$ cat src/cpwm_defs.svh
// Register offsets, field positions, reset values and notes for the complementary PWM block
//
// Functional notes
// RULE1: Each pair is driven from one compare signal; low side is its inverse.
// RULE2: With dead time enabled both outputs of a pair sit low at each switch.
// RULE3: Four duty comparators; comparator n drives output pair n.
// RULE4: A cleared per-pair mode bit in the first control register selects complementary.
// RULE5: Every pair comes out of reset in complementary operation.
// RULE6: Only complementary pairs receive dead time; other pairs get none.
// RULE7: Two programmable dead times, A and B, shared among all pairs.
// RULE8: One dead time separates low-side turn-off from following high-side turn-on.
// RULE9: The other separates high-side turn-off from following low-side turn-on.
// RULE10: A whole pair may use one chosen dead time, differing between pairs.
// RULE11: Every pair has its own 6-bit down counter timing its dead time.
// RULE12: Rising and falling compare edges are both detected and each starts dead time.
// RULE13: Per pair, one assign bit picks the active-edge and one the inactive-edge time.
// RULE14: Each dead time has a 2-bit prescale select of 1, 2, 4 or 8 cycles.
// RULE15: Dead time equals its 6-bit count times the prescaled period.
// RULE16: Prescalers clear on counter load, on dead-time register write and on reset.
// RULE17: Software leaves dead-time registers alone while the time base runs.
// RULE18: Cleared select bit chooses dead time A, set bit chooses dead time B.
// RULE19: Outgoing output turns off at once; the other turns on at count zero.
`ifndef CPWM_DEFS_SVH
`define CPWM_DEFS_SVH

// Register word offsets
`define CPWM_ADDR_CTRL     4'h0
`define CPWM_ADDR_TBASE    4'h1
`define CPWM_ADDR_PERIOD   4'h2
`define CPWM_ADDR_DTVAL    4'h3
`define CPWM_ADDR_DTASSIGN 4'h4
`define CPWM_ADDR_DUTY1    4'h5
`define CPWM_ADDR_DUTY4    4'h8
`define CPWM_ADDR_STATUS   4'h9
`define CPWM_ADDR_TBCNT    4'hA

// Field positions
`define CPWM_TBON_BIT      0
`define CPWM_DTA_LSB       0
`define CPWM_DTB_LSB       8

// Reset values
`define CPWM_CTRL_RST      4'h0
`define CPWM_TBASE_RST     1'b0
`define CPWM_PERIOD_RST    16'h00FF
`define CPWM_DTVAL_RST     16'h0000
`define CPWM_DTASSIGN_RST  8'h00
`define CPWM_DUTY_RST      16'h0000

`endif

$ cat src/cpwm_pkg.sv
// Types shared by the complementary PWM block
package cpwm_pkg;
	// One dead-time setting: prescale select and count
	typedef struct packed {
		logic [1:0] prescale;
		logic [5:0] count;
	} cpwm_dt_cfg_t;

	// One output pair
	typedef struct packed {
		logic high;
		logic low;
	} cpwm_pair_t;

	// Dead-time unit state
	typedef enum logic {
		CPWM_DRIVE,
		CPWM_DEAD
	} cpwm_state_t;
endpackage

$ cat src/cpwm_deadtime.sv
// Per-pair dead-time unit: edge detect, 6-bit down counter, prescaler
module cpwm_deadtime (
	// Clock and reset
	input  wire logic                  clk_sys,
	input  wire logic                  rst_n,
	input  wire logic                  ce,
	// Control
	input  wire logic                  cmp,
	input  wire logic                  comp_mode,
	input  wire cpwm_pkg::cpwm_dt_cfg_t dt_a,
	input  wire cpwm_pkg::cpwm_dt_cfg_t dt_b,
	input  wire logic                  sel_act,
	input  wire logic                  sel_inact,
	input  wire logic                  pre_clr,
	// Pair drive
	output cpwm_pkg::cpwm_pair_t       pair_o
);
	import cpwm_pkg::*;

	logic         lvl;
	logic [5:0]   cnt;
	logic [2:0]   pre;
	logic [1:0]   ps;
	cpwm_state_t  st;
	cpwm_dt_cfg_t chosen;
	logic         sw_edge;
	logic [2:0]   lim;

	// Edge detect and time choice per edge direction
	assign sw_edge = cmp ^ lvl; // [RULE12]
	assign chosen = cmp ? (sel_act ? dt_b : dt_a) : (sel_inact ? dt_b : dt_a); // [RULE8] [RULE9] [RULE13] [RULE18]
	assign lim = 3'((4'h1 << ps) - 4'h1); // [RULE14]

	// Counter, prescaler and state
	always_ff @(posedge clk_sys) begin
		if (!rst_n) begin
			lvl <= 1'b0;
			cnt <= 6'h00;
			pre <= 3'h0; // [RULE16]
			ps  <= 2'h0;
			st  <= CPWM_DRIVE;
		end else if (ce) begin
			lvl <= cmp;
			if (!comp_mode) begin
				st  <= CPWM_DRIVE; // [RULE6]
				cnt <= 6'h00;
			end else if (sw_edge && chosen.count != 6'h00) begin
				cnt <= chosen.count; // [RULE11] [RULE15]
				ps  <= chosen.prescale;
				pre <= 3'h0; // [RULE16]
				st  <= CPWM_DEAD; // [RULE2]
			end else if (sw_edge) begin
				st  <= CPWM_DRIVE;
				cnt <= 6'h00;
			end else if (pre_clr) begin
				pre <= 3'h0; // [RULE16]
			end else if (st == CPWM_DEAD) begin
				if (pre == lim) begin
					pre <= 3'h0;
					cnt <= cnt - 6'h01;
					if (cnt == 6'h01)
						st <= CPWM_DRIVE; // [RULE19]
				end else begin
					pre <= pre + 3'h1;
				end
			end
		end
	end

	// Outgoing side drops with the level, incoming side waits for the count
	always_comb begin
		pair_o.high = (st == CPWM_DRIVE) && lvl; // [RULE19]
		pair_o.low  = (st == CPWM_DRIVE) && (comp_mode ? !lvl : lvl); // [RULE1]
	end

	// Helper: cycles spent in the current dead interval and the length it must reach;
	// a prescaler clear inside the interval stretches it, so such intervals are not judged
	logic [8:0] run;
	logic [8:0] span;
	logic       clean;
	always_ff @(posedge clk_sys) begin
		if (!rst_n) begin
			run   <= 9'h000;
			span  <= 9'h000;
			clean <= 1'b0;
		end else if (ce) begin
			if (comp_mode && sw_edge && chosen.count != 6'h00) begin
				run   <= 9'h000;
				span  <= 9'(chosen.count) << chosen.prescale;
				clean <= 1'b1;
			end else if (st == CPWM_DEAD) begin
				run <= run + 9'h001;
				if (pre_clr)
					clean <= 1'b0;
			end else begin
				run <= 9'h000;
			end
		end
	end
endmodule

$ cat src/cpwm_top.sv
// Complementary four-pair PWM with dead-time insertion and register port
//
// Local design decisions: the placing of the registers and the plain strobed port.
`include "cpwm_defs.svh"
module cpwm_top (
	// Clock, reset, enable
	input  wire logic        clk_sys,
	input  wire logic        rst_n,
	input  wire logic        ce,
	// Register port
	input  wire logic [3:0]  reg_addr,
	input  wire logic [15:0] reg_wdata,
	input  wire logic        reg_wr,
	input  wire logic        reg_rd,
	output logic      [15:0] reg_rdata,
	// Output pairs
	output logic             pair1_high_out,
	output logic             pair1_low_out,
	output logic             pair2_high_out,
	output logic             pair2_low_out,
	output logic             pair3_high_out,
	output logic             pair3_low_out,
	output logic             pair4_high_out,
	output logic             pair4_low_out
);
	import cpwm_pkg::*;

	// ********************************************
	// Register state
	// ********************************************

	logic [3:0]   pair_independent_select;
	logic         pwm_timebase_on;
	logic [15:0]  period;
	logic [15:0]  deadtime_value_ctrl;
	logic [7:0]   deadtime_assign_ctrl;
	logic [15:0]  duty_cycle_reg_1;
	logic [15:0]  duty_cycle_reg_2;
	logic [15:0]  duty_cycle_reg_3;
	logic [15:0]  duty_cycle_reg_4;
	logic [15:0]  tb_cnt;
	logic [15:0]  next_rdata;
	logic         pre_clr;
	logic [15:0]  duty [4];
	logic [3:0]   cmp;
	cpwm_pair_t   pair_raw [4];
	cpwm_pair_t   pair_q [4];
	cpwm_dt_cfg_t deadtime_a_cfg;
	cpwm_dt_cfg_t deadtime_b_cfg;
	logic [1:0]   deadtime_a_prescale;
	logic [1:0]   deadtime_b_prescale;
	logic [7:0]   out_bits;

	// Mode bits: cleared means complementary, cleared by reset
	always_ff @(posedge clk_sys) begin
		if (!rst_n)
			pair_independent_select <= `CPWM_CTRL_RST; // [RULE5]
		else if (ce && reg_wr && reg_addr == `CPWM_ADDR_CTRL)
			pair_independent_select <= reg_wdata[3:0]; // [RULE4]
	end

	// Time base enable
	always_ff @(posedge clk_sys) begin
		if (!rst_n)
			pwm_timebase_on <= `CPWM_TBASE_RST;
		else if (ce && reg_wr && reg_addr == `CPWM_ADDR_TBASE)
			pwm_timebase_on <= reg_wdata[`CPWM_TBON_BIT];
	end

	// Period register
	always_ff @(posedge clk_sys) begin
		if (!rst_n)
			period <= `CPWM_PERIOD_RST;
		else if (ce && reg_wr && reg_addr == `CPWM_ADDR_PERIOD)
			period <= reg_wdata;
	end

	// Dead-time values: count A, prescale A, count B, prescale B
	always_ff @(posedge clk_sys) begin
		if (!rst_n)
			deadtime_value_ctrl <= `CPWM_DTVAL_RST;
		else if (ce && reg_wr && reg_addr == `CPWM_ADDR_DTVAL)
			deadtime_value_ctrl <= reg_wdata; // [RULE7]
	end

	// Dead-time assignment: bit 2n active edge, bit 2n+1 inactive edge
	always_ff @(posedge clk_sys) begin
		if (!rst_n)
			deadtime_assign_ctrl <= `CPWM_DTASSIGN_RST;
		else if (ce && reg_wr && reg_addr == `CPWM_ADDR_DTASSIGN)
			deadtime_assign_ctrl <= reg_wdata[7:0]; // [RULE13]
	end

	// Duty-cycle registers
	always_ff @(posedge clk_sys) begin
		if (!rst_n) begin
			duty_cycle_reg_1 <= `CPWM_DUTY_RST;
			duty_cycle_reg_2 <= `CPWM_DUTY_RST;
			duty_cycle_reg_3 <= `CPWM_DUTY_RST;
			duty_cycle_reg_4 <= `CPWM_DUTY_RST;
		end else if (ce && reg_wr) begin
			case (reg_addr)
				`CPWM_ADDR_DUTY1: duty_cycle_reg_1 <= reg_wdata;
				`CPWM_ADDR_DUTY1 + 4'h1: duty_cycle_reg_2 <= reg_wdata;
				`CPWM_ADDR_DUTY1 + 4'h2: duty_cycle_reg_3 <= reg_wdata;
				`CPWM_ADDR_DUTY4: duty_cycle_reg_4 <= reg_wdata;
				default: ;
			endcase
		end
	end

	// ********************************************
	// Dead-time field split
	// ********************************************

	// Both dead times carved from one register
	assign deadtime_a_cfg = deadtime_value_ctrl[`CPWM_DTA_LSB +: 8]; // [RULE7] [RULE14]
	assign deadtime_b_cfg = deadtime_value_ctrl[`CPWM_DTB_LSB +: 8]; // [RULE7] [RULE14]
	assign deadtime_a_prescale = deadtime_a_cfg.prescale;
	assign deadtime_b_prescale = deadtime_b_cfg.prescale;

	// Any write to either dead-time register restarts the prescalers
	assign pre_clr = reg_wr && (reg_addr == `CPWM_ADDR_DTVAL
		|| reg_addr == `CPWM_ADDR_DTASSIGN); // [RULE16]

	// ********************************************
	// Time base and comparators
	// ********************************************

	// Up counter wrapping at the period value
	always_ff @(posedge clk_sys) begin
		if (!rst_n)
			tb_cnt <= 16'h0000;
		else if (ce) begin
			if (!pwm_timebase_on)
				tb_cnt <= 16'h0000;
			else if (tb_cnt >= period)
				tb_cnt <= 16'h0000;
			else
				tb_cnt <= tb_cnt + 16'h0001;
		end
	end

	assign duty[0] = duty_cycle_reg_1;
	assign duty[1] = duty_cycle_reg_2;
	assign duty[2] = duty_cycle_reg_3;
	assign duty[3] = duty_cycle_reg_4;

	// One comparator and one dead-time unit per pair
	for (genvar n = 0; n < 4; n++) begin : g_pair
		assign cmp[n] = pwm_timebase_on && (tb_cnt < duty[n]); // [RULE3]

		cpwm_deadtime u_dt (
			.clk_sys   (clk_sys),
			.rst_n     (rst_n),
			.ce        (ce),
			.cmp       (cmp[n]),
			.comp_mode (!pair_independent_select[n]), // [RULE6]
			.dt_a      (deadtime_a_cfg),
			.dt_b      (deadtime_b_cfg),
			.sel_act   (deadtime_assign_ctrl[2*n]), // [RULE10]
			.sel_inact (deadtime_assign_ctrl[2*n+1]), // [RULE10]
			.pre_clr   (pre_clr),
			.pair_o    (pair_raw[n])
		);

		// Output flops
		always_ff @(posedge clk_sys) begin
			if (!rst_n)
				pair_q[n] <= '0;
			else if (ce)
				pair_q[n] <= pair_raw[n]; // [RULE1]
		end

		assign out_bits[2*n]   = pair_q[n].high;
		assign out_bits[2*n+1] = pair_q[n].low;

	end

	assign pair1_high_out = pair_q[0].high;
	assign pair1_low_out  = pair_q[0].low;
	assign pair2_high_out = pair_q[1].high;
	assign pair2_low_out  = pair_q[1].low;
	assign pair3_high_out = pair_q[2].high;
	assign pair3_low_out  = pair_q[2].low;
	assign pair4_high_out = pair_q[3].high;
	assign pair4_low_out  = pair_q[3].low;

	// ********************************************
	// Read path
	// ********************************************

	// Read mux; unmapped addresses return zero
	always_comb begin
		next_rdata = 16'h0000;
		case (reg_addr)
			`CPWM_ADDR_CTRL: next_rdata = {12'h000, pair_independent_select};
			`CPWM_ADDR_TBASE: next_rdata = {15'h0000, pwm_timebase_on};
			`CPWM_ADDR_PERIOD: next_rdata = period;
			`CPWM_ADDR_DTVAL: next_rdata = deadtime_value_ctrl;
			`CPWM_ADDR_DTASSIGN: next_rdata = {8'h00, deadtime_assign_ctrl};
			`CPWM_ADDR_DUTY1: next_rdata = duty_cycle_reg_1;
			`CPWM_ADDR_DUTY1 + 4'h1: next_rdata = duty_cycle_reg_2;
			`CPWM_ADDR_DUTY1 + 4'h2: next_rdata = duty_cycle_reg_3;
			`CPWM_ADDR_DUTY4: next_rdata = duty_cycle_reg_4;
			`CPWM_ADDR_STATUS: next_rdata = {4'h0, cmp, out_bits};
			`CPWM_ADDR_TBCNT: next_rdata = tb_cnt;
			default: next_rdata = 16'h0000;
		endcase
	end

	// Read data stands for one cycle after the strobe
	always_ff @(posedge clk_sys) begin
		if (!rst_n)
			reg_rdata <= 16'h0000;
		else if (ce)
			reg_rdata <= reg_rd ? next_rdata : 16'h0000;
	end
endmodule

$ cat config.mk
export PLATFORM = sky130hd
export DESIGN_NAME = cpwm_top
export DESIGN_NICKNAME = d
export VERILOG_FILES = /design/src/cpwm_pkg.sv /design/src/cpwm_deadtime.sv /design/src/cpwm_top.sv
export VERILOG_INCLUDE_DIRS = /design/src
export SDC_FILE = /design/constraint.sdc
export NUM_CORES = 1
export LEC_CHECK = 0
export BUFFER_PORTS_ARGS = -buffer_cell sky130_fd_sc_hd__buf_2
export CAP_MARGIN = 20
export CORE_UTILIZATION = 40
export CTS_BUF_LIST = sky130_fd_sc_hd__clkbuf_4 sky130_fd_sc_hd__clkbuf_8
export CTS_CLUSTER_SIZE = 20
export DETAILED_ROUTE_END_ITERATION = 16
export GPL_TIMING_DRIVEN = 1
export SYNTH_ARGS = -nofsm -noshare
export SYNTH_HDL_FRONTEND = slang
export SYNTH_SLANG_ARGS = --single-unit
$ cat constraint.sdc
create_clock -name clk_sys -period 8.55 [get_ports clk_sys]
set_input_delay 0.855 -clock clk_sys [delete_from_list [all_inputs] [get_ports clk_sys]]
set_output_delay 0.855 -clock clk_sys [all_outputs]
set_load 0.01 [all_outputs]
==> run summary, run 1 <==
Standard-cell rows: 63
Fin crit period: 3.51 ns
Syn Nets: 1636
Cell mode on critical path: nand3_1
WL per Instance: 20.3 um
Start of the worst register-to-register path: tb_cnt[7]
Post-DP HPWL: 28700 um
Worst path required time: 9.01 ns
Most frequent cells in the layout: 262 x nand2_1, 193 x dfxtp_1, 152 x a21oi_1
Clock power frac: 48.7%
Core Region: 29700 um2
Seq cells post-synth: 201
GR Util All Layers: 25.6%
Final net count: 1662
DRT Wirelength: 39900 um
Met1 GRT Util: 34.2%
TritonCTS Buffers: 39
Cell area power density: 155 nW/um2
CP Launch Type: flop
Most Crowded Layer GR: met2
Synth Cell Area: 12100 um2
Endpoint of the worst register-to-register path: g_pair[3].u_dt.cnt[0]
Share of synthesized area spent on multiplexers: 5.84%
First-pass GRT wire length: 61900 um
Layout area overhead: 11.8%
DR vias/cell: 5.89
Pre-CTS WS: 4.96 ns
Initial antenna violation count: 0
Critical Path Fanout Max: 13
XOR/XNOR Fraction of Synth Area: 1.22%
Largest net degree at the start of global routing: 83
Leakage: 5.25 nW
Hold-fix buffers at CTS: 0
Post-synthesis cell type count: 78
Total vias in the final route: 11.6k
WS Path Type: flop to flop
Final Hold Viols: 0
Final setup viols: 0
Antenna viol nets, final: 0
Register area share after synthesis: 34.0%
Die area: 30900 um2
Placed Area: 12700 um2
HP Class: flop to flop
Compound-gate portion of the synthesized area: 22.0%
CTS H-Tree Depth: 2
Number of diodes: 0
Period utilization: 41.1%
Num ports: 49
Setup TNS: 0 ns
Post-route insts no fill: 1967
Starting Density: 40.7%
Outcome: finished, final reports clean
GRT met3 Usage: 3.55%
Synth Area in Adders: 9.22%
Simple-gate share of the synthesized area: 22.1%
HP Start: duty_cycle_reg_2[1]
Vias in the first global route: 10.8k
R2r setup slk: 5.04 ns
Router iterations before antenna repair: 7
Synth Instances: 1522
Flop pwr share: 46.0%
Post-synth EDFFs: 8
Slowest CP cell: dfxtp_1
Hold depth: 2
CP delay by family, top: simple AND/OR/NAND/NOR gates
Post-layout worst setup margin: 5.04 ns
Peak Freq: 285 MHz
Number of buffers added on ports: 48
Die Wd: 176 um
Fillers: 2993
Pwr Total: 2.09 mW
Multi-input logic area: 7340 um2
Synth warnings: 0
Hold EP: duty_cycle_reg_2[1]
DP Cell Count: 1895
Maxcap violations: 0
Combinational share of power: 5.3%
Gr ovfl total: 0
Switching portion of total power: 25.2%
Worst-path clk slew: 0.06 ns
Clock latency at the later pin of the worst-skew pair: 0.54 ns
Critical path cell sequence: ha_1, and4_1, a21oi_1, nand3_1, o21ai_0, nand3_1, and2_0, a31o_2, nor4_1, a22o_1
CTS root buf: clkbuf_8
Reg area: 4100 um2
Clock Skew: 0.0285 ns
Worst EP arrival: 3.97 ns
Post-CTS setup buffer count: 0
DRC Markers: 0
Finished Cell Area: 13500 um2
Sink Count: 201
WP buf/inv: 0
Die Y: 176 um
Final Util: 45.5%
Fin. max-slew vios: 0
Crit. End Element: flop
Starting DRC count in detailed routing: 1127
Largest family of logic cells by synthesized area: simple AND/OR/NAND/NOR gates
Ratio of cells with drive above 1 in the final layout: 11.3%
WHS: 0.453 ns
M2 GR Usage: 41.7%
CTS tree: built
CP peak stage delay: 0.60 ns
Reg2Reg Depth: 10
Mapped Avg Cell Area: 7.94 um2
Share of flip-flops with an asynchronous set or reset: 0%
P_sw: 527 uW
Clock tree buffer depth: 3
Transition time at the pin with the least slew margin: 0.993 ns
Unrepaired setup endpoints after global routing: false
Peak supply drop: 90.5 uV
Commonest register cell after synthesis: dfxtp_1
Slew headroom: 33.6%
Post-CTS Resized: 0
Gpl congestion: 0.894
Int Power: 1.56 mW
Most common cell after layout, fill and taps aside: nand2_1
tightest hold or removal path, stage by stage (launching register included):
cell	delay [ns]
dfxtp_1	0.30
nand2_1	0.05
a21oi_1	0.05
power groups by stage:
stage | Sequential, mW | Clock (mW) | Combinational [mW]
2_1_floorplan | 0.976 | 0 | 0.0640
3_3_place_gp | 0.980 | 0 | 0.107
3_5_place_dp | 0.980 | 0 | 0.107
4_1_cts | 0.960 | 1.03 | 0.108
5_1_grt | 0.960 | 1.08 | 0.118
6_report | 0.960 | 1.02 | 0.110
Yosys cell counts (14+ instances only):
library cell  instances  area share [%]
inv_1                97             3.0
mux2i_1              51             4.2
nor3_1               36             1.5
a22oi_1              30             1.9
clkbuf_1             70             2.2
o21ai_0              50             2.1
nand2b_1             19            0.98
a211oi_1             16            0.99
nor4_1               14            0.72
dfxtp_1             193              32
nand4_1              20             1.0
nor2_1               87             2.7
nand3_1              60             2.5
a31oi_1              16            0.83
ha_1                 89             9.2
nor2b_1              14            0.72
nand2_1             262             8.1
a22o_1               25             1.8
a21oi_1             152             6.3
metal layers:
metal / vias to the layer above / share of wire (%)
met1: 5544 / 44
met3: 73 / 6.6
met2: 426 / 46
met4: 0 / 2.9
li1: 5541 / -
met5: - / 0
sequential cells by signal, summed over array words and instances (netlist names), 12 cells and up:
signal and flops:
g_pair.u_dt.cnt 24, g_pair.u_dt.pre 12, reg_rdata 16, duty_cycle_reg_2 16, duty_cycle_reg_3 16, duty_cycle_reg_4 16
tb_cnt 16, deadtime_value_ctrl 16, period 16, duty_cycle_reg_1 16
final cells by class:
type                            count  area share (%)
Multi-Input combinational cell   1141            54.3
Timing Repair Buffer               68            2.89
Tap cell                          390            3.61
Clock buffer                       58            5.44
Clock inverter                     12           0.648
Sequential cell                   201            30.4
Inverter                           97            2.71
logic make-up (layout without fill, tap and decap cells):
group,count (synthesis),after routing
fa+ha+maj,89,89
compound gates,400,400
xor+xnor,16,16
flops,201,201
mux,66,66
buf+inv,180,235
simple gates,570,570
worst max-delay path by stage:
stage | start | end | slack [ns] | cells after the start
global placement | reg_addr[2] | g_pair[2].u_dt.cnt[3] | 5.01 | 9
global route | tb_cnt[13] | g_pair[1].u_dt.cnt[2] | 4.84 | 9
finish | tb_cnt[7] | g_pair[3].u_dt.cnt[0] | 5.04 | 10
CTS | tb_cnt[14] | g_pair[0].u_dt.cnt[3] | 4.94 | 10
detailed placement | tb_cnt[14] | g_pair[0].u_dt.cnt[3] | 4.96 | 10
floorplan | tb_cnt[7] | g_pair[2].u_dt.ps[0] | 5.73 | 10
(Power assumes the default switching activity.)
==> inputs of run 2 (changes only) <==
Clock period 8.55 ns to 3.6 ns, I/O delays scaled along.
==> run summary, run 2 (synthesis results as in run 1) <==
Gr ovfl total: 0
Slew headroom: 28.1%
CTS root buf: clkbuf_8
Crit. End Element: flop
CP Launch Type: flop
Ratio of cells with drive above 1 in the final layout: 12.8%
First-pass GRT wire length: 64400 um
Pre-CTS WS: 0.228 ns
Total vias in the final route: 11.8k
Die area: 30900 um2
Unrepaired setup endpoints after global routing: false
Starting Density: 40.7%
Vias in the first global route: 11.1k
Router iterations before antenna repair: 6
HP Class: input pin to flop
Sink Count: 201
Initial antenna violation count: 0
Final Util: 46.2%
Clock latency at the later pin of the worst-skew pair: 0.54 ns
Peak Freq: 290 MHz
DR vias/cell: 5.90
Final Hold Viols: 0
Flop pwr share: 46.6%
P_sw: 1.23 mW
Die Y: 176 um
Transition time at the pin with the least slew margin: 1.08 ns
Setup TNS: 0 ns
Num ports: 49
Leakage: 5.40 nW
Most frequent cells in the layout: 262 x nand2_1, 193 x dfxtp_1, 152 x a21oi_1
CTS tree: built
Post-layout worst setup margin: 0.147 ns
WHS: 0.133 ns
Gpl congestion: 0.956
Worst EP arrival: 3.93 ns
Post-DP HPWL: 30500 um
DRT Wirelength: 41300 um
Final setup viols: 0
Critical Path Fanout Max: 13
Standard-cell rows: 63
Peak supply drop: 213 uV
Clock tree buffer depth: 3
Largest register FFs: 24
CTS H-Tree Depth: 2
Antenna viol nets, final: 0
Outcome: finished, final reports clean
Cell area power density: 357 nW/um2
GR Util All Layers: 26.9%
Number of buffers added on ports: 48
DRC Markers: 0
Post-CTS Resized: 0
Fin. max-slew vios: 0
Hold-fix buffers at CTS: 0
Combinational share of power: 5.7%
Clock power frac: 47.8%
Switching portion of total power: 25.0%
Worst-path clk slew: 0.06 ns
WS Path Type: flop to flop
TritonCTS Buffers: 39
Most common cell after layout, fill and taps aside: nand2_1
Starting DRC count in detailed routing: 1098
Number of diodes: 0
Die Wd: 176 um
Final net count: 1694
Layout area overhead: 13.6%
Post-CTS setup buffer count: 0
Largest net degree at the start of global routing: 54
Period utilization: 95.9%
WL per Instance: 20.7 um
Worst path required time: 4.08 ns
Maxcap violations: 0
Clock Skew: 0.0235 ns
Int Power: 3.67 mW
Fin crit period: 3.45 ns
Biggest register: g_pair.u_dt.cnt
Core Region: 29700 um2
Pwr Total: 4.90 mW
Fillers: 2997
-- run 2: cell count changes in the layout (fill, tap and decap cells not counted) --
| cell | change |
|---|---|
| clkbuf_4 | -2 |
| clkbuf_8 | +3 |
| clkinvlp_4 | -1 |
| buf_4 | +32 |
| bufinv_16 | -1 |
| nor3_4 | +1 |
| nor3_2 | -1 |
| clkinv_2 | -4 |
-- run 2: stage by stage --
stage | cell area [um2] | std cells
final | 13700 | 1994
after global routing | 13700 | 1994
after CTS | 13700 | 1994
after detailed placement | 12900 | 1929
after global placement | 12900 | 1929
after floorplan | 12100 | 1522
-- run 2: per-layer routing --
layer,global-route usage (%),vias up,wire length [um]
met5,0,-,0
met4,13.7,0,2080
met2,42.1,438,18200
met3,4.33,111,2850
li1,-,5624,-
met1,35.7,5601,18200
-- run 2: cell type report --
cell class	count	area, um2	share of cell area (%)
multi-input combinational	1141	7350	53.5
tap	390	488	3.55
sequential	201	4100	29.9
timing repair buffer	100	631	4.59
clock buffer	59	762	5.55
inverter	97	367	2.67
clock inverter	6	30.0	0.219
-- run 2: power by group through the flow --
stage | logic [mW] | registers [mW] | clock network [mW]
after floorplan | 0.152 | 2.32 | 0
after global placement | 0.270 | 2.33 | 0
after detailed placement | 0.271 | 2.33 | 0
after CTS | 0.272 | 2.28 | 2.40
after global routing | 0.297 | 2.28 | 2.50
final | 0.277 | 2.28 | 2.34
-- run 2: critical path: stages (launching register included) --
cell     delay [ns]
dfxtp_1        0.63
ha_1           0.34
and4_1         0.23
a21oi_1        0.15
nand3_1        0.13
o21ai_0        0.37
buf_4          0.19
nand3_1        0.18
and2_0         0.33
a31o_2         0.30
nor4_1         0.38
a22o_1         0.18
-- run 2: path summary, 6_finish.rpt --
path | start | to | slack (ns) | depth (start not counted)
hold / removal | reg_wdata[14] | duty_cycle_reg_1[14] | 0.13 | 3
setup reg to reg | tb_cnt[7] | g_pair[3].u_dt.cnt[0] | 0.15 | 11
setup / recovery | tb_cnt[7] | g_pair[3].u_dt.cnt[0] | 0.15 | 11
hold reg to reg | duty_cycle_reg_4[1] | duty_cycle_reg_4[1] | 0.46 | 2
==> inputs of run 3 (changes only) <==
Clock period 3.6 ns to 3.3 ns, I/O delays scaled along.
==> run summary, run 3 (synthesis results as in run 1) <==
Endpoint of the worst register-to-register path: g_pair[2].u_dt.ps[0]
Outcome: finished, final reports clean
CP peak stage delay: 0.40 ns
Gpl congestion: 0.920
Biggest register: g_pair.u_dt.cnt
WS Path Type: flop to flop
HP Start: reg_wdata[12]
Gr ovfl total: 0
Cell area power density: 402 nW/um2
Number of buffers added on ports: 48
Most common cell after layout, fill and taps aside: nand2_1
Final Hold Viols: 0
Num ports: 49
DRT Wirelength: 41000 um
Post-CTS Resized: 0
Worst-path clk slew: 0.06 ns
Core Region: 29700 um2
Layout area overhead: 15.7%
CTS tree: built
Standard-cell rows: 63
Die area: 30900 um2
Post-CTS setup buffer count: 0
Starting Density: 40.7%
Worst path required time: 3.75 ns
Transition time at the pin with the least slew margin: 0.683 ns
Die Wd: 176 um
Final setup viols: 0
Antenna viol nets, final: 0
Total vias in the final route: 11.8k
Largest net degree at the start of global routing: 111
Peak supply drop: 177 uV
Sink Count: 201
Reg2Reg Depth: 11
GR Util All Layers: 26.3%
Die Y: 176 um
DRC Markers: 0
Clock tree buffer depth: 3
Clock Skew: 0.0110 ns
Number of diodes: 0
Router iterations before antenna repair: 6
Most frequent cells in the layout: 262 x nand2_1, 190 x dfxtp_1, 152 x a21oi_1
Start of the worst register-to-register path: duty_cycle_reg_3[10]
P_sw: 1.37 mW
Post-DP HPWL: 29900 um
Hold depth: 3
Fin crit period: 3.08 ns
Crit. End Element: flop
R2r setup slk: 0.22 ns
Int Power: 4.25 mW
Initial antenna violation count: 0
Leakage: 5.53 nW
Hold-fix buffers at CTS: 0
Setup TNS: 0 ns
Hold EP: duty_cycle_reg_4[12]
First-pass GRT wire length: 63000 um
Peak Freq: 324 MHz
Switching portion of total power: 24.4%
CP Launch Type: flop
Fin. max-slew vios: 0
DR vias/cell: 5.83
Vias in the first global route: 10.9k
Final net count: 1712
Period utilization: 93.4%
Unrepaired setup endpoints after global routing: false
TritonCTS Buffers: 38
Combinational share of power: 5.4%
Slew headroom: 54.2%
Slowest CP cell: dfxtp_1
Starting DRC count in detailed routing: 1091
Finished Cell Area: 14000 um2
Maxcap violations: 0
CTS root buf: clkbuf_8
CTS H-Tree Depth: 2
WL per Instance: 20.3 um
Largest register FFs: 24
HP Class: input pin to flop
Ratio of cells with drive above 1 in the final layout: 14.3%
Placed Area: 13100 um2
Flop pwr share: 44.2%
Worst EP arrival: 3.53 ns
Clock power frac: 50.4%
Critical path cell sequence: inv_1, ha_1, and4_1, nor4b_2, a21oi_1, a21oi_4, mux2i_4, mux2_4, nor3_4, nor2_1, a211oi_1
CP delay by family, top: multiplexers
Clock latency at the later pin of the worst-skew pair: 0.54 ns
WP buf/inv: 1
Critical Path Fanout Max: 6
-- run 3: cell types whose count changed in the layout (fill, tap and decap cells not counted), sizes merged --
cell	before	now
buf	100	119
bufinv	0	3
clkbuf	59	58
clkinvlp	0	1
-- run 3: power groups by stage --
stage          Clock [mW]  Sequential, mW  Combinational [mW]
2_1_floorplan           0            2.53               0.166
3_3_place_gp            0            2.54               0.295
5_1_grt              3.01            2.48               0.322
3_5_place_dp            0            2.54               0.297
6_report             2.84            2.49               0.304
4_1_cts              2.88            2.48               0.298
-- run 3: worst reg2reg max path, cell delays in order (launching register included) --
cell	delay, ns
dfxtp_1	0.40
inv_1	0.07
ha_1	0.32
and4_1	0.22
nor4b_2	0.22
a21oi_1	0.16
a21oi_4	0.33
mux2i_4	0.40
mux2_4	0.38
nor3_4	0.24
nor2_1	0.07
a211oi_1	0.20
-- run 3: through the flow --
stage / setup WS (ns) / power [mW] / utilization [%] / hold slack, ns / instances
6_report: 0.217 / 5.63 / 47.1 / 0.105 / 2016
3_5_place_dp: 0.163 / 2.83 / 44.0 / 0.448 / 1948
2_1_floorplan: 0.477 / 2.69 / - / 0.427 / 1522
3_3_place_gp: 0.219 / 2.83 / 44.0 / 0.443 / 1948
5_1_grt: 0.0114 / 5.81 / 47.1 / 0.0890 / 2016
4_1_cts: 0.140 / 5.66 / 47.0 / 0.0813 / 2016
-- run 3: layout make-up --
| class | count | area, um2 |
|---|---|---|
| clock buffers | 58 | 761 |
| clock inverters | 10 | 128 |
| fillers | 2947 | 15700 |
| inverters | 97 | 367 |
| multi-input cells | 1141 | 7350 |
| flip-flops and latches | 201 | 4110 |
| well taps | 390 | 488 |
| repair buffers | 119 | 786 |
-- run 3: metal layers --
layer | up-vias | wire length (um) | share of wire, % | global-route usage (%)
met4 | 0 | 1550 | 3.8 | 11.0
met5 | - | 0 | 0 | 0
li1 | 5646 | - | - | -
met2 | 443 | 18600 | 45 | 42.5
met3 | 95 | 2780 | 6.8 | 4.94
met1 | 5570 | 18100 | 44 | 34.3
-- run 3: how the worst max path moves through the flow --
stage                                  to  cells after the start                 start
finish               g_pair[2].u_dt.ps[0]                     11  duty_cycle_reg_3[10]
global route         g_pair[2].u_dt.ps[0]                     11  duty_cycle_reg_3[10]
floorplan            g_pair[2].u_dt.ps[0]                     10             tb_cnt[7]
global placement    g_pair[3].u_dt.pre[2]                     10             tb_cnt[6]
CTS                 g_pair[3].u_dt.pre[2]                     10             tb_cnt[6]
detailed placement  g_pair[3].u_dt.pre[2]                     10             tb_cnt[6]
